`src/inc/brs_pkg.sv`:
```
package brs_pkg;

  // clock and timing
  localparam int unsigned CLK_HZ = 200_000_000;
  localparam int unsigned CLK_MHZ = CLK_HZ / 1_000_000;
  localparam int unsigned POWER_UP_TIMER_TIME_MS = 64;
  // 64 ms at 200 MHz, longest time rounds down
  localparam int unsigned POWER_UP_TIMER_CYCLES = POWER_UP_TIMER_TIME_MS * (CLK_HZ / 1000);
  // brownout_filter_time has no printed figure: plain default
  localparam int unsigned FILTER_TIME_NS = 1000;
  // least time rounds up
  localparam int unsigned FILTER_CYCLES = (FILTER_TIME_NS * CLK_MHZ + 999) / 1000;
  // oscillator cycles after the reset pin goes high
  localparam int unsigned EXT_RELEASE_CYCLES = 10;

  // register map
  localparam int unsigned ADDR_W = 8;
  localparam logic [7:0] BRN_CTRL_OFS = 8'h00;
  localparam logic [7:0] BRN_STAT_OFS = 8'h04;

  // brownout_control fields
  localparam int unsigned SOFT_EN_BIT = 7;
  localparam int unsigned BANDGAP_BIT = 6;
  localparam int unsigned READY_BIT = 0;
  localparam logic SOFT_EN_RST = 1'b1;
  localparam logic BANDGAP_RST = 1'b0;

  // status fields
  localparam int unsigned STAT_GENERIC_BIT = 0;
  localparam int unsigned STAT_POWER_UP_TIMER_BIT = 1;
  localparam int unsigned STAT_EXT_EN_BIT = 2;
  localparam int unsigned STAT_HOLD_BIT = 3;
  localparam int unsigned STAT_MODE_LSB = 4;

  // brownout_mode_select encodings
  localparam logic [1:0] MODE_ALWAYS = 2'h3;
  localparam logic [1:0] MODE_AWAKE = 2'h2;
  localparam logic [1:0] MODE_SOFT = 2'h1;
  localparam logic [1:0] MODE_OFF = 2'h0;

  // static configuration word bits
  typedef struct packed {
    logic [1:0] brownout_mode_select;
    logic power_up_timer_enable_n;
    logic brownout_level_select;
    logic low_power_brownout_n;
    logic ext_reset_pin_enable;
    logic low_voltage_prog_enable;
  } brs_cfg_t;

  // inputs from supply detectors, reset pin and oscillator
  typedef struct packed {
    logic por_active;
    logic below_threshold;
    logic circuit_ready;
    logic lp_trip;
    logic external_reset_pin_n;
    logic osc_ready;
  } brs_ana_in_t;

  // controls to the analog detectors
  typedef struct packed {
    logic brownout_enable;
    logic brownout_level_select;
    logic bandgap_force_on;
    logic low_power_brownout_enable;
  } brs_ana_out_t;

endpackage

```
`src/hdl/brs_top.sv`:
```
// Functional notes
// - core stays in reset while the power-on detector is active
// - power-up timer gives a 64 ms delay after power-on or brown-out
// - core held while timer counts; timer enabled when its enable_n bit is 0
// - timer starts only after power-on and brown-out both release
// - brown-out holds reset at low supply; one bit selects the trip level
// - only dips lasting at least the filter time cause a brown-out reset; a low-power detector trip here holds the core unfiltered
// - mode 11: always protected, start waits ready, wake not delayed
// - mode 10: protected only awake; start and wake wait for ready
// - mode 01: software bit enables; start-up never waits for brown-out
// - software mode protects once ready, shows ready, ignores sleep
// - mode 00 or 01 with bit cleared: brown-out off, start at once
// - in forced-on modes ready is set before the core runs
// - bit 7 always read/write, acts only in mode 01
// - bit 6 forces bandgap on in modes 10 and 01, else no effect
// - read-only bit 0 shows whether the brown-out circuit is active
// - low-power detector trip holds core and sets brown-out cause
// - low-power request ORed with main brown-out gives generic flag
// - low-power detector enabled by config bit, erased means disabled
// - reset pin enabled when prog bit is 1 or pin-enable bit is 1
// - enabled reset pin held low keeps the device in reset
// - core starts 10 clocks after the reset pin goes high; here 13: 2 in the synchroniser, 10 counted, 1 in the hold register
//
// Implementation choices: the AHB-Lite register port and the register offsets.
module brs_top #(
  parameter int unsigned POWER_UP_TIMER_CYCLES = brs_pkg::POWER_UP_TIMER_CYCLES,
  parameter int unsigned FILTER_CYCLES = brs_pkg::FILTER_CYCLES,
  parameter int unsigned EXT_RELEASE_CYCLES = brs_pkg::EXT_RELEASE_CYCLES
) (
  input wire logic hclk,
  input wire logic hresetn,
  input wire logic hsel,
  input wire logic [31:0] haddr,
  input wire logic [1:0] htrans,
  input wire logic hwrite,
  input wire logic [2:0] hsize,
  input wire logic [31:0] hwdata,
  input wire logic hready,
  output logic hreadyout,
  output logic hresp,
  output logic [31:0] hrdata,
  input wire brs_pkg::brs_cfg_t cfg,
  input wire brs_pkg::brs_ana_in_t ana_in,
  input wire logic sleep_mode,
  output brs_pkg::brs_ana_out_t ana_out,
  output logic generic_brownout,
  output logic core_reset_hold
);

  localparam int unsigned POWER_UP_TIMER_W = $clog2(POWER_UP_TIMER_CYCLES + 1);
  localparam int unsigned FLT_W = $clog2(FILTER_CYCLES + 1);
  localparam int unsigned EXT_W = $clog2(EXT_RELEASE_CYCLES + 1);

  // refuse counts the counters cannot serve
  if (POWER_UP_TIMER_CYCLES < 1 || FILTER_CYCLES < 1 || EXT_RELEASE_CYCLES < 1)
  begin : g_bad_param
    $error("brs_top: every cycle count must be at least one");
  end

  brs_pkg::brs_ana_in_t sync1_r;
  brs_pkg::brs_ana_in_t ana_s;
  logic ext_en;
  logic arst_n;
  logic rel1_r;
  logic rel2_r;
  logic hold_r;
  logic bor_enable;
  logic protect;
  logic ready_s;
  logic ready_wait;
  logic [FLT_W-1:0] flt_cnt_r;
  logic bor_trip_r;
  logic lp_req;
  logic power_up_timer_arm_r;
  logic [POWER_UP_TIMER_W-1:0] power_up_timer_cnt_r;
  logic power_up_timer_busy;
  logic power_up_timer_en;
  logic ext_active_s;
  logic [EXT_W-1:0] ext_cnt_r;
  logic soft_en_r;
  logic bandgap_r;
  logic wr_pend_r;
  logic [brs_pkg::ADDR_W-1:0] wr_addr_r;
  logic addr_sel;
  logic [31:0] rd_nxt;
  logic [1:0] mode;

  assign mode = cfg.brownout_mode_select;

  //////////////////////////////////////////////////////////////////////////
  // input synchronisers

  // two flops for every detector and pin level
  always_ff @(posedge hclk or negedge hresetn)
  begin
    if (!hresetn)
    begin
      // a released pin reads high, so no false press follows reset
      sync1_r <= '{external_reset_pin_n: 1'b1, default: 1'b0};
      ana_s <= '{external_reset_pin_n: 1'b1, default: 1'b0};
    end
    else
    begin
      sync1_r <= ana_in;
      ana_s <= sync1_r;
    end
  end

  //////////////////////////////////////////////////////////////////////////
  // brown-out mode decode

  // which modes run the brown-out circuit
  always_comb
  begin
    unique case (mode)
      brs_pkg::MODE_ALWAYS: bor_enable = 1'b1;
      brs_pkg::MODE_AWAKE: bor_enable = !sleep_mode;
      brs_pkg::MODE_SOFT: bor_enable = soft_en_r;
      brs_pkg::MODE_OFF: bor_enable = 1'b0;
    endcase
  end

  // protection only counts once the circuit reports ready
  assign ready_s = ana_s.circuit_ready & bor_enable;
  assign protect = ready_s;
  // forced-on modes hold the core until ready; software mode never waits
  assign ready_wait = mode[1] & bor_enable & !ana_s.circuit_ready;

  // analog controls
  always_comb
  begin
    ana_out.brownout_enable = bor_enable;
    ana_out.brownout_level_select = cfg.brownout_level_select;
    ana_out.bandgap_force_on = bandgap_r & (mode[1] ^ mode[0]);
    ana_out.low_power_brownout_enable = !cfg.low_power_brownout_n;
  end

  //////////////////////////////////////////////////////////////////////////
  // brown-out noise filter

  // supply must stay low a full filter time before the trip
  always_ff @(posedge hclk or negedge hresetn)
  begin
    if (!hresetn)
      flt_cnt_r <= '0;
    else if (!protect || !ana_s.below_threshold)
      flt_cnt_r <= '0;
    else if (flt_cnt_r != FLT_W'(FILTER_CYCLES - 1))
      flt_cnt_r <= flt_cnt_r + FLT_W'(1);
  end

  // trip holds until the supply is back above threshold or protection drops
  always_ff @(posedge hclk or negedge hresetn)
  begin
    if (!hresetn)
      bor_trip_r <= 1'b0;
    else
      bor_trip_r <= protect & ana_s.below_threshold
        & (bor_trip_r | (flt_cnt_r == FLT_W'(FILTER_CYCLES - 1)));
  end

  // low-power detector joins the main brown-out
  assign lp_req = !cfg.low_power_brownout_n & ana_s.lp_trip;
  assign generic_brownout = bor_trip_r | lp_req;

  //////////////////////////////////////////////////////////////////////////
  // power-up timer

  assign power_up_timer_en = !cfg.power_up_timer_enable_n;

  // armed by power-on or brown-out, runs once both have released
  always_ff @(posedge hclk or negedge hresetn)
  begin
    if (!hresetn)
      power_up_timer_arm_r <= 1'b1;
    else if (ana_s.por_active || generic_brownout)
      power_up_timer_arm_r <= 1'b1;
    else
      power_up_timer_arm_r <= 1'b0;
  end

  // down counter, the arming cycle counts as the first
  always_ff @(posedge hclk or negedge hresetn)
  begin
    if (!hresetn)
      power_up_timer_cnt_r <= '0;
    else if (ana_s.por_active || generic_brownout)
      power_up_timer_cnt_r <= '0;
    else if (power_up_timer_arm_r)
      power_up_timer_cnt_r <= power_up_timer_en ? POWER_UP_TIMER_W'(POWER_UP_TIMER_CYCLES - 1) : '0;
    else if (power_up_timer_cnt_r != '0)
      power_up_timer_cnt_r <= power_up_timer_cnt_r - POWER_UP_TIMER_W'(1);
  end

  assign power_up_timer_busy = (power_up_timer_arm_r & power_up_timer_en) | (power_up_timer_cnt_r != '0);

  //////////////////////////////////////////////////////////////////////////
  // external reset pin

  assign ext_en = cfg.low_voltage_prog_enable | cfg.ext_reset_pin_enable;
  assign ext_active_s = ext_en & !ana_s.external_reset_pin_n;

  // release delay after the pin goes high
  always_ff @(posedge hclk or negedge hresetn)
  begin
    if (!hresetn)
      ext_cnt_r <= '0;
    else if (ext_active_s)
      ext_cnt_r <= EXT_W'(EXT_RELEASE_CYCLES);
    else if (ext_cnt_r != '0)
      ext_cnt_r <= ext_cnt_r - EXT_W'(1);
  end

  //////////////////////////////////////////////////////////////////////////
  // core reset

  // power-on and the pin assert at once, without the clock
  assign arst_n = hresetn & !ana_in.por_active
    & !(ext_en & !ana_in.external_reset_pin_n);

  // release synchroniser
  always_ff @(posedge hclk or negedge arst_n)
  begin
    if (!arst_n)
    begin
      rel1_r <= 1'b0;
      rel2_r <= 1'b0;
    end
    else
    begin
      rel1_r <= 1'b1;
      rel2_r <= rel1_r;
    end
  end

  // every clocked hold source
  always_ff @(posedge hclk or negedge hresetn)
  begin
    if (!hresetn)
      hold_r <= 1'b1;
    else
      hold_r <= ana_s.por_active | generic_brownout | power_up_timer_busy | ready_wait
        | ext_active_s | (ext_cnt_r != '0) | !ana_s.osc_ready;
  end

  assign core_reset_hold = !rel2_r | hold_r;

  //////////////////////////////////////////////////////////////////////////
  // register bus

  assign addr_sel = hsel & hready & htrans[1];
  assign hreadyout = 1'b1;
  assign hresp = 1'b0;

  // write data phase follows the captured address
  always_ff @(posedge hclk or negedge hresetn)
  begin
    if (!hresetn)
    begin
      wr_pend_r <= 1'b0;
      wr_addr_r <= '0;
    end
    else
    begin
      wr_pend_r <= addr_sel & hwrite;
      wr_addr_r <= haddr[brs_pkg::ADDR_W-1:0];
    end
  end

  // brownout_control storage, bit 7 always writable
  always_ff @(posedge hclk or negedge hresetn)
  begin
    if (!hresetn)
    begin
      soft_en_r <= brs_pkg::SOFT_EN_RST;
      bandgap_r <= brs_pkg::BANDGAP_RST;
    end
    else if (wr_pend_r && wr_addr_r == brs_pkg::BRN_CTRL_OFS)
    begin
      soft_en_r <= hwdata[brs_pkg::SOFT_EN_BIT];
      bandgap_r <= hwdata[brs_pkg::BANDGAP_BIT];
    end
  end

  // read mux, unmapped reads as zero
  always_comb
  begin
    rd_nxt = '0;
    if (haddr[brs_pkg::ADDR_W-1:0] == brs_pkg::BRN_CTRL_OFS)
    begin
      rd_nxt[brs_pkg::SOFT_EN_BIT] = soft_en_r;
      rd_nxt[brs_pkg::BANDGAP_BIT] = bandgap_r;
      rd_nxt[brs_pkg::READY_BIT] = ready_s;
    end
    else if (haddr[brs_pkg::ADDR_W-1:0] == brs_pkg::BRN_STAT_OFS)
    begin
      rd_nxt[brs_pkg::STAT_GENERIC_BIT] = generic_brownout;
      rd_nxt[brs_pkg::STAT_POWER_UP_TIMER_BIT] = power_up_timer_busy;
      rd_nxt[brs_pkg::STAT_EXT_EN_BIT] = ext_en;
      rd_nxt[brs_pkg::STAT_HOLD_BIT] = core_reset_hold;
      rd_nxt[brs_pkg::STAT_MODE_LSB +: 2] = mode;
    end
  end

  // read data taken at the address phase, stands in the data phase
  always_ff @(posedge hclk or negedge hresetn)
  begin
    if (!hresetn)
      hrdata <= '0;
    else if (addr_sel && !hwrite)
      hrdata <= rd_nxt;
  end

endmodule

```
`config.mk`:
```
export PLATFORM = sky130hd
export DESIGN_NAME = brs_top
export DESIGN_NICKNAME = d
export VERILOG_FILES = /design/src/inc/brs_pkg.sv /design/src/hdl/brs_top.sv
export SDC_FILE = /design/constraint.sdc
export NUM_CORES = 1
export LEC_CHECK = 0
export BUFFER_PORTS_ARGS = -buffer_cell sky130_fd_sc_hd__buf_4
export CORE_ASPECT_RATIO = 1.2
export CORE_MARGIN = 2
export CORE_UTILIZATION = 29
export CTS_BUF_LIST = sky130_fd_sc_hd__clkbuf_8
export CTS_CLUSTER_DIAMETER = 150
export DETAILED_ROUTE_END_ITERATION = 16
export PLACE_DENSITY = 0.59
export REMOVE_ABC_BUFFERS = 1
export SYNTH_ARGS = -nofsm -noshare
export SYNTH_HDL_FRONTEND = slang
export SYNTH_SLANG_ARGS = --single-unit
```
`constraint.sdc`:
```
create_clock -name hclk -period 2.79 [get_ports hclk]
set_input_delay 0.279 -clock hclk [delete_from_list [all_inputs] [get_ports hclk]]
set_output_delay 0.279 -clock hclk [all_outputs]
set_load 0.05 [all_outputs]
```
== Word level (Yosys, flattened, before mapping) ==
Cells that the tools add are included.

* Register bits: 72
* Bits of input ports: 88
* Output and inout port bits: 40
* Word-level logic and storage cells: 100

* Add/sub/neg operators: 3
* Equal/unequal tests: 6
* Mux-type cells: 14
* Bitwise logic cells: 27
* Reduce and logical (&&, ||, !) cells: 25

{| class="wikitable"
|+ Operators by type and width
! cell !! number
|-
| $mux 24 || 4
|-
| $reduce_bool 24->1 || 1
|-
| $sub 24x1->24 const B || 1
|-
| $logic_not 8->1 || 2
|-
| $mux 8 || 2
|-
| $and 1x1->1 || 15
|-
| $logic_not 1->1 || 13
|-
| $or 1x1->1 || 11
|-
| $add 8x1->8 const B || 1
|-
| $eq 8x3->1 const B || 1
|-
| $eq 8x8->1 const B || 1
|-
| $mux 4 || 2
|-
| $ne 8x8->1 const B || 1
|-
| $mux 6 || 1
|-
| $mux 5 || 1
|-
| $eq 2x2->1 const B || 2
|-
| $pmux 1 s4 || 1
|-
| $reduce_bool 2->1 || 2
|-
| $reduce_bool 4->1 || 1
|-
| $sub 4x1->4 const B || 1
|-
| $reduce_bool 3->1 || 1
|-
| $eq 2x1->1 const B || 1
|-
| $logic_and 1x1->1 || 2
|-
| $logic_not 2->1 || 1
|-
| 4 further kinds || 6
|}

== Logic depth before layout (Yosys ltp) ==
Gate-level depths: netlist of run 1.

* Depth in word-level cells: 9
* Mapped depth: 8
* Mapped depth without buffers: 7

== Worst setup path after synthesis of run 1 ==
No wires, ideal clock.

* Kind: register -> register
* Start: register power_up_timer_cnt_r[0]
* End: register power_up_timer_cnt_r[10]
* Arrival time: 1.888 ns
* Slack: 0.770 ns
* Stages on the path, launching flop included: 9
* Clock period less this slack: 2.020 ns
* Path through: dfrtp_1 inv_1 ha_1 nand2b_1 nor4_1 a41oi_1 buf_2 a21oi_1 nor2_1

* Cells in the longest elaborated chain, start to end: 4

{| class="wikitable"
|+ Ends and longest elaborated chain
! item !! line !! text
|-
| start, declared || brs_top.sv:75 || <nowiki>logic [POWER_UP_TIMER_W-1:0] power_up_timer_cnt_r;</nowiki>
|-
| start signal, assigned || brs_top.sv:190 || <nowiki>power_up_timer_cnt_r <= power_up_timer_en ? POWER_UP_TIMER_W'(POWER_UP_TIMER_CYCLES - 1) : '0;</nowiki>
|-
| start signal, assigned || brs_top.sv:192 || <nowiki>power_up_timer_cnt_r <= power_up_timer_cnt_r - POWER_UP_TIMER_W'(1);</nowiki>
|-
| $sub 24x1->24 || brs_top.sv:192 ||
|-
| $mux 24 || brs_top.sv:191 || <nowiki>else if (power_up_timer_cnt_r != '0)</nowiki>
|-
| $mux 24 || brs_top.sv:189 || <nowiki>else if (power_up_timer_arm_r)</nowiki>
|-
| $mux 24 || brs_top.sv:187 || <nowiki>else if (ana_s.por_active || generic_brownout)</nowiki>
|}

Parallel ways exist; a longest one is shown, timed or not. The select of a mux whose other input is x is not followed.
A chain may end at the register's enable or synchronous reset.

== Worst setup path after layout of run 1 ==
* Start: register power_up_timer_cnt_r[18]
* End: register power_up_timer_cnt_r[7]

* Cells in the longest elaborated chain, start to end: 2

{| class="wikitable"
|+ Ends and longest elaborated chain
! item !! line
|-
| $reduce_bool 24->1 || brs_top.sv:191
|-
| $reduce_bool 3->1 (no source line) || --
|}

Every way passes these cells.

==> flow_summary_export.csv, run 1 <==
group,metric,value,unit
yosys,synthArstFlopShare,100,%
floorplan,ios,128,
layout,final_common_cell,"dfrtp_1",
sta,holdWs,0.0110,ns
detailed_routing,drcViolationCount,0,
sta,grt_setup_unrepaired,"no",
cts,ctsResizeCount,0,
yosys,postSynthCellCount,318,
floorplan,coreArea,11500,um^2
floorplan,dieArea,12600,um^2
yosys,syn-mean-instance-area,10.7,um^2
yosys,syn_area,3390,um^2
detailed_routing,drt_iter0_markers,137,
yosys,synth_warnings,0,
cts,cts.clk_slew.worst_paths,0.08,ns
cts,h-tree-depth,3,
detailed_routing,dr.max_layer_used,"met4",
critical_path,crit_required,3.01,ns
critical_path,endpoint_kind,"register",
placement,placed_cells,515,
critical_path,crit_arrival,2.40,ns
yosys,ys_seq_area_share,53.4,%
global_routing,antenna_found_initial,0,
sta,slew_headroom,56.3,%
job,maxCapViolations,0,
floorplan,row_count,43,
pwr,leakage,1.84,nW
cts,cts_tree,"done",
sta,hold_viol_final,0,
floorplan,fp.dieW,103,um
pwr,irDropWorstVdd,308,uV
cts,cts_root_buf,"clkbuf_8",
layout,n_antenna_cell,0,
critical_path,critPathKind,"reg -> reg",
global_routing,grt_pass1_vias,2336,
sta,max_freq,458,MHz
global_routing,grt_pass1_wl,10800,um
detailed_routing,antenna_left,0,
detailed_routing,wire_per_inst,12.4,um
detailed_routing,wl_met2,3400,um
sta,fin_tns_setup,0,ns
placement,place_hpwl,4800,um
detailed_routing,wl_met1,2770,um
layout,nets,466,
critical_path,cp-start-kind,"register",
floorplan,die_h,122,um
placement,gp_congestion,0.767,
global_routing,overflow,0,
layout,area_growth,19.3,%
detailed_routing,routed_wl,6580,um
sta,fin_crit,2.18,ns
layout,final_layout_size_suffix_gt1_share,21.3,%
cts,clk_latency,0.35,ns
cts,cts-buffers-inserted,9,
status,status,"finished, final reports clean",
detailed_routing,vias,2383,
global_routing,grt_max_degree,39,
pwr,power_density,647,nW/um^2
sta,final.setup_skew,0.00849,ns
detailed_routing,vias_per_cell,4.48,
detailed_routing,met3_length,211,um
layout,final_cell_mix,"67 x dfrtp_1, 48 x buf_4, 37 x nor2_1",
yosys,synth-seq-cells,72,
global_routing,track_usage,11.2,%
sta,setup_viol,0,
layout,stdcell_count,532,
sta,slew_viol_final,0,
yosys,synthDistinctLibCells,49,
critical_path,crit_fanout,7,
detailed_routing,drt_pass1_iterations,4,
sta,fin_crit_sh,78.2,%
yosys,synth_flop_cell,"dfrtp_1",
layout,nFillCells,1147,
cts,cts.path.max_buffers,2,
floorplan,start_util,29.6,%
min_path,min_path_type,"in -> async",
yosys,synth_edf_count,0,
cts,clkSinkCount,72,
sta,worst_pin_slew,0.647,ns
placement,io_buffer_count,41,
critical_path,reg2reg_depth,6,
## layout make-up
class                           instances  area (um^2)  area share [%]
Inverter                               10         37.5           0.929
Sequential cell                        72         1810            44.7
Tap cell                              157          196            4.86
Timing Repair Buffer                   49          370            9.16
Multi-Input combinational cell        228         1400            34.7
Clock buffer                           10          138            3.41
Clock inverter                          6         90.1            2.23
## critical path, stage by stage, from the launching register on
cell     delay [ns]
dfrtp_1        0.42
or4_1          0.61
nor3_4         0.22
a41oi_1        0.32
buf_4          0.29
a21oi_1        0.13
nor2_1         0.05
## cells by family after synthesis
| group | count (synthesis) | synth area share, % |
|---|---|---|
| adders and majority gates | 8 | 2.96 |
| buffers and inverters | 43 | 8.02 |
| DFF | 72 | 53.4 |
| other | 2 | 0.222 |
| muxes | 3 | 0.960 |
| and+or+nand+nor | 115 | 19.0 |
| xor gates and xnor gates | 22 | 5.69 |
| AOI/OAI and AO/OA | 53 | 9.79 |
## cell usage after synthesis (6+ instances only)
master   instances  share of area [%]
buf_4           29                6.4
ha_1             8                3.0
nand2_1         14                1.6
xnor2_1         13                3.4
dfrtp_1         67                 50
nor2_1          37                4.1
nand3_1         10                1.5
o21ai_0         16                2.4
or4_1            7                1.6
inv_1           10                1.1
nor3_1           8                1.2
a21oi_1         19                2.8
xor2_1           9                2.3
or3_1            6                1.1
## metal layers
| layer | vias to the layer above | GRT usage (%) |
|---|---|---|
| li1 | 1151 | - |
| met1 | 1169 | 12.8 |
| met2 | 49 | 19.5 |
| met3 | 14 | 1.99 |
| met4 | 0 | 6.58 |
| met5 | - | 0 |
## metrics by stage
stage                     area [um^2]  utilization, %  total power, mW  setup slack [ns]
final                            4040            35.3             2.62             0.609
after global routing             4040            35.3             2.75             0.456
after CTS                        4040            35.3             2.64             0.599
after detailed placement         3800            33.2             1.70             0.630
after global placement           3800            33.2             1.69             0.606
after floorplan                  3250               -             1.55             0.243
## power by group
group | total (mW) | switching (mW) | internal [mW]
registers | 1.17 | 0.0541 | 1.11
logic | 0.510 | 0.315 | 0.195
clock network | 0.940 | 0.408 | 0.532
total | 2.62 | 0.777 | 1.84
## what timing repair did
action,in CTS,in global routing
setup buffers,0,0
hold endpoints to repair,33,0
hold buffers,1,0
## path summary, 6_finish.rpt
kind | from | end | slack (ns)
worst max-delay path | power_up_timer_cnt_r[18] | power_up_timer_cnt_r[7] | 0.61
worst min-delay path | ana_in[1] | rel2_r | 0.01
worst max register to register | power_up_timer_cnt_r[18] | power_up_timer_cnt_r[7] | 0.61
worst min register to register | rel1_r | rel2_r | 0.36
max in group asynchronous | hresetn | hold_r | 1.53
min in group hclk | ana_in[4] | sync1_r[4] | 0.03
## state kept, by name, summed over array words and instances (netlist names)
| name | flops |
|---|---|
| power_up_timer_cnt_r | 24 |
| flt_cnt_r | 8 |
| hrdata | 8 |
| wr_addr_r | 8 |
| ana_s | 6 |
| sync1_r | 6 |
| ext_cnt_r | 4 |
| bandgap_r | 1 |
| bor_trip_r | 1 |
| hold_r | 1 |
| power_up_timer_arm_r | 1 |
| rel1_r | 1 |
| rel2_r | 1 |
| soft_en_r | 1 |
| wr_pend_r | 1 |
(Power assumes the default switching activity.)
==> run 2: changes to the inputs <==
Settings changed: PLACE_DENSITY 0.59 to 0.61.
Clock period 2.79 ns to 2 ns, I/O delays scaled along.
==> run 2 against run 1 <==
Effect of this change: the flow now finishes with violations (negative setup slack); final cell count rose by 7.5%; count of clock-buffer cells in the layout fell by 1; sequential power rose by 39%; die area did not move; sequential share of layout area fell by 4.3 points; final area rose by 11%; worst hold slack improved by 0.077 ns; worst setup slack got worse by 0.63 ns; sequential cell count did not move; core utilization rose by 3.8 points.
==> flow_summary_export.csv, run 2 (synthesis gave the netlist of run 1 again) <==
group,metric,value,unit
status,status,"complete, but fails checks",
status,violations,"negative setup slack",
floorplan,row_count,43,
min_path,min_path_type,"in -> reg",
layout,nets,506,
floorplan,dieArea,12600,um^2
detailed_routing,wire_per_inst,12.8,um
layout,area_growth,32.1,%
detailed_routing,drt_pass1_iterations,4,
layout,top_register,"power_up_timer_cnt_r",
floorplan,fp.dieW,103,um
critical_path,path_delay_family,"simple AND/OR/NAND/NOR gates",
layout,final_common_cell,"buf_4",
critical_path,crit_fanout,4,
sta,fin_crit,2.02,ns
detailed_routing,antenna_left,0,
layout,final_area,4470,um^2
cts,clkSinkCount,72,
pwr,irDropWorstVdd,505,uV
floorplan,ios,128,
detailed_routing,vias_per_cell,4.45,
cts,cts_tree,"done",
sta,fin_crit_sh,101,%
placement,placed_cells,534,
sta,setup_viol,1,
critical_path,critPathKind,"reg -> reg",
global_routing,grt_pass1_vias,2468,
detailed_routing,drt_iter0_markers,113,
layout,final_cell_mix,"72 x buf_4, 65 x dfrtp_1, 37 x nor2_1",
critical_path,endpoint_kind,"register",
pwr,power_density,872,nW/um^2
placement,place_hpwl,5170,um
global_routing,grt_max_degree,41,
layout,stdcell_count,572,
min_path,hold_path_depth,2,
critical_path,reg2reg_depth,5,
floorplan,start_util,29.6,%
global_routing,antenna_found_initial,0,
sta,slew_headroom,65.2,%
critical_path,crit_chain,"or3_4 -> or2_4 -> or3_1 -> or4_1 -> a21oi_2",
floorplan,coreArea,11500,um^2
sta,worst_slack,-0.0170,ns
cts,cts.clk_slew.worst_paths,0.08,ns
global_routing,grt_pass1_wl,11500,um
detailed_routing,drcViolationCount,0,
cts,clk_latency,0.35,ns
sta,final.setup_skew,0.0144,ns
cts,cts_root_buf,"clkbuf_8",
layout,final_layout_size_suffix_gt1_share,28.2,%
pwr,total_power,3.90,mW
detailed_routing,routed_wl,7330,um
critical_path,cp-start-kind,"register",
critical_path,crit_required,2.27,ns
pwr,leakage,2.04,nW
critical_path,crit_arrival,2.28,ns
detailed_routing,vias,2543,
sta,worst_pin_slew,0.522,ns
sta,grt_setup_unrepaired,"yes",
sta,max_freq,496,MHz
critical_path,cp_slowest_cell,"or4_1",
cts,cts-buffers-inserted,9,
sta,slew_viol_final,0,
critical_path,critPathMaxStageDelay,0.44,ns
floorplan,die_h,122,um
layout,largest_reg_flops,24,
cts,cts.path.max_buffers,2,
placement,dpl_cell_area,3950,um^2
global_routing,overflow,0,
placement,io_buffer_count,41,
critical_path,worstSetupPathDepth,5,
layout,n_antenna_cell,0,
critical_path,critPathBufInv,0,
global_routing,track_usage,11.7,%
job,maxCapViolations,0,
sta,hold_viol_final,0,
placement,gp_congestion,0.801,
placement,place_ws,-0.0573,ns
cts,h-tree-depth,3,
==> run 2: path summary, 6_finish.rpt <==
| check | slack [ns] | end | startpoint |
|---|---|---|---|
| setup / recovery | -0.02 | power_up_timer_cnt_r[20] | power_up_timer_cnt_r[16] |
| hold / removal | 0.09 | soft_en_r | hwdata[7] |
| setup reg to reg | -0.02 | power_up_timer_cnt_r[20] | power_up_timer_cnt_r[16] |
| hold reg to reg | 0.35 | ana_s[4] | sync1_r[4] |
| max in group asynchronous | 0.48 | rel1_r | hresetn |
| min in group asynchronous | 0.37 | power_up_timer_cnt_r[0] | hresetn |
==> run 2: timing repair <==
item,CTS,global route
hold buffers,16,0
setup buffers,1,5
endpoints found under the setup margin,14,26
pin swaps,1,7
resized for setup,1,16
endpoints found under the hold margin,48,0
==> run 2: routing by layer <==
layer / GRT usage, % / vias to the layer above / wire (um)
met4: 3.58 / 0 / 124
met1: 14.3 / 1262 / 3060
met2: 20.3 / 39 / 3980
met3: 2.85 / 10 / 169
li1: - / 1232 / -
met5: 0 / - / 0
==> run 2: through the flow <==
| stage | utilization (%) | setup TNS (ns) | hold slack [ns] |
|---|---|---|---|
| 2_1_floorplan | - | -5.92 | -0.0956 |
| 3_3_place_gp | 34.4 | -0.272 | 0.202 |
| 3_5_place_dp | 34.4 | -0.380 | 0.216 |
| 4_1_cts | 38.1 | 0 | 0.0777 |
| 5_1_grt | 39.0 | -0.579 | 0.0786 |
| 6_report | 39.0 | -0.0170 | 0.0875 |
==> run 2: power breakdown <==
part           switching (mW)  internal (mW)  leakage, nW
sequential             0.0741           1.55        0.917
combinational           0.501          0.382        0.998
clock                   0.559          0.833        0.125
total                    1.13           2.77         2.04
==> run 2: area by class of cell <==
class                           instances  area [um^2]
Clock buffer                            9          124
Clock inverter                          7          120
Fill cell                            1125         6990
Inverter                               10         37.5
Multi-Input combinational cell        228         1470
Sequential cell                        72         1810
Tap cell                              157          196
Timing Repair Buffer                   89          712
==> run 3: changes to the inputs <==
Settings changed: ABC_AREA set to 1, CELL_PAD_IN_SITES_DETAIL_PLACEMENT set to 1, CELL_PAD_IN_SITES_GLOBAL_PLACEMENT set to 2, CORE_UTILIZATION 29 to 27, PLACE_DENSITY 0.61 to 0.86.
==> run 3 against run 2 <==
Effect of this change: the run now ends clean; core utilization fell by 5.9 points; routed wire length rose by 21%; largest power group unchanged; non-clock buffer count down 31; critical endpoint is now power_up_timer_cnt_r[22].
==> flow_summary_export.csv, run 3 <==
group,metric,value,unit
critical_path,cp-start-kind,"register",
min_path,worstHoldStart,"hwdata[6]",
sta,final.setup_skew,0.00724,ns
yosys,synth.most_common_cell,"nand2_1",
layout,final_area,4520,um^2
placement,place_hpwl,6550,um
critical_path,path_delay_family,"simple AND/OR/NAND/NOR gates",
cts,cts_root_buf,"clkbuf_8",
global_routing,overflow,0,
layout,n_antenna_cell,0,
yosys,syn_area,3740,um^2
critical_path,crit_arrival,1.93,ns
sta,fin_tns_setup,0,ns
cts,cts_tree,"done",
yosys,synthTopCellsByArea,"dfrtp_1 45%, nand2_1 7.0%, nor2_1 6.4%",
global_routing,track_usage,12.5,%
placement,dpl_cell_area,4140,um^2
yosys,synth-simple-area-share,28.1,%
critical_path,cp_slowest_cell,"dfrtp_1",
pwr,total_power,3.71,mW
critical_path,crit_fanout,5,
job,maxCapViolations,0,
layout,nets,592,
detailed_routing,drt_iter0_markers,65,
yosys,synth_warnings,0,
global_routing,grt_max_degree,48,
placement,io_buffer_count,41,
yosys,synthDistinctLibCells,38,
layout,utilization,33.1,%
cts,clk_latency,0.34,ns
detailed_routing,routed_wl,8850,um
critical_path,r2r-start,"power_up_timer_cnt_r[0]",
critical_path,critPathMaxStageDelay,0.38,ns
cts,clkSinkCount,72,
sta,fin_crit,1.69,ns
detailed_routing,vias_per_cell,4.42,
global_routing,grt_pass1_vias,3245,
detailed_routing,wire_per_inst,13.2,um
sta,hold_viol_final,0,
critical_path,crit_chain,"inv_1 -> ha_1 -> inv_1 -> nor2_2 -> and2_1 -> nand2_1 -> nand2_1 -> nand3_1 -> nand2_1 -> inv_1",
detailed_routing,vias,2970,
yosys,netlist.area_leader.share,44.8,%
detailed_routing,antenna_left,0,
yosys,synth.largest_area_cell,"dfrtp_1",
cts,h-tree-depth,3,
floorplan,fp.dieW,111,um
cts,cts.clk_slew.worst_paths,0.08,ns
layout,top_register,"power_up_timer_cnt_r",
floorplan,die_h,133,um
critical_path,critPathBufInv,3,
floorplan,ios,128,
status,status,"finished, final reports clean",
detailed_routing,drcViolationCount,0,
yosys,synth_top_family_by_area,"simple AND/OR/NAND/NOR gates",
cts,cts.path.max_buffers,2,
layout,final_cell_mix,"70 x nand2_1, 67 x dfrtp_1, 64 x nor2_1",
pwr,irDropWorstVdd,545,uV
sta,grt_setup_unrepaired,"no",
cts,cts-buffers-inserted,9,
sta,fin_crit_sh,84.4,%
yosys,synthAdderAreaFrac,2.68,%
critical_path,endpoint_kind,"register",
layout,final_layout_size_suffix_gt1_share,20.6,%
global_routing,grt_pass1_wl,15100,um
yosys,ys_seq_area_share,48.3,%
yosys,synth_xor_area_share,1.87,%
placement,gp_congestion,0.810,
layout,largest_reg_flops,24,
critical_path,crit_required,2.24,ns
yosys,synthArstFlopShare,100,%
min_path,min_path_type,"in -> reg",
global_routing,antenna_found_initial,0,
layout,stdcell_count,672,
sta,max_freq,593,MHz
yosys,syn-mean-instance-area,8.66,um^2
pwr,leakage,2.22,nW
yosys,synth_compound_area_share,7.22,%
yosys,synth-seq-cells,72,
layout,final_common_cell,"nand2_1",
yosys,synth_commonest_cells,"70 x nand2_1, 67 x dfrtp_1, 64 x nor2_1",
placement,placed_cells,640,
critical_path,critPathKind,"reg -> reg",
yosys,synth_flop_cell,"dfrtp_1",
floorplan,start_util,27.4,%
floorplan,row_count,47,
cts,cts_setup_buffers,0,
sta,slew_viol_final,0,
detailed_routing,drt_pass1_iterations,4,
critical_path,r2r_slack,0.31,ns
sta,setup_viol,0,
floorplan,coreArea,13600,um^2
pwr,power_density,820,nW/um^2
yosys,postSynthCellCount,432,
layout,area_growth,20.9,%
floorplan,dieArea,14800,um^2
yosys,yosys-mux-area-fraction,0,%
critical_path,crit_start,"power_up_timer_cnt_r[0]",
yosys,synth_edf_count,0,
run 3: changes by cell type after synthesis, moves of 6 or more:
cell,change
nand2_1,+56
xnor2_1,-10
inv_1,+39
nand3_1,+15
nor2_2,+16
or4_1,-7
or3_1,-6
nor2_1,+27
nand4_1,+8
nor2_4,+7
run 3: worst paths after layout:
check	end	cells after the start
worst max register to register	power_up_timer_cnt_r[22]	10
max in group asynchronous	rel1_r	5
worst max-delay path	power_up_timer_cnt_r[22]	10
min in group asynchronous	ext_cnt_r[0]	2
worst min register to register	ana_s[5]	0
worst min-delay path	bandgap_r	3
run 3: power breakdown:
part / internal [mW] / switching, mW
clock network: 0.704 / 0.576
registers: 1.55 / 0.0699
logic: 0.256 / 0.550
total: 2.51 / 1.20
run 3: metrics by stage:
| step | worst slack [ns] | hold slack [ns] |
|---|---|---|
| 6_report | 0.312 | 0.0658 |
| 3_5_place_dp | 0.323 | 0.142 |
| 2_1_floorplan | 0.388 | -0.0956 |
| 4_1_cts | 0.308 | 0.0518 |
| 5_1_grt | 0.196 | 0.0556 |
| 3_3_place_gp | 0.320 | 0.136 |
run 3: logic make-up (layout without fill, tap and decap cells):
kind of cell    after synthesis  after routing
flops                        72             72
simple gates                212            212
xor+xnor                      8              8
compound gates               47             47
other cells                   2             27
fa+ha+maj                     8              8
buf+inv                      83            127
run 3: worst reg2reg max path, cell delays in order, from the launching register on:
cell and delay, ns:
dfrtp_1 0.38, inv_1 0.13, ha_1 0.28, inv_1 0.11
nor2_2 0.20, and2_1 0.20, nand2_1 0.06, nand2_1 0.05
nand3_1 0.06, nand2_1 0.07, inv_1 0.03
run 3: cell type report:
type	instances	area, um^2
clock buffer	9	124
timing repair buffer	58	488
sequential	72	1810
clock inverter	7	96.3
tap	171	214
fill	1645	9120
inverter	53	199
multi-input combinational	302	1590
run 3: metal layers:
metal	wire, um	vias to the layer above	share of wire (%)	track usage, %
met5	0	-	0	0
met1	3530	1458	40	13.4
met3	358	10	4.0	3.44
li1	-	1445	-	-
met2	4860	57	55	23.9
met4	101	0	1.1	3.36
run 3: what timing repair did:
action | in CTS | in global routing
resized for setup | 0 | 0
hold endpoints to repair | 38 | 0
hold buffers | 16 | 0
setup endpoints to repair | 0 | 0
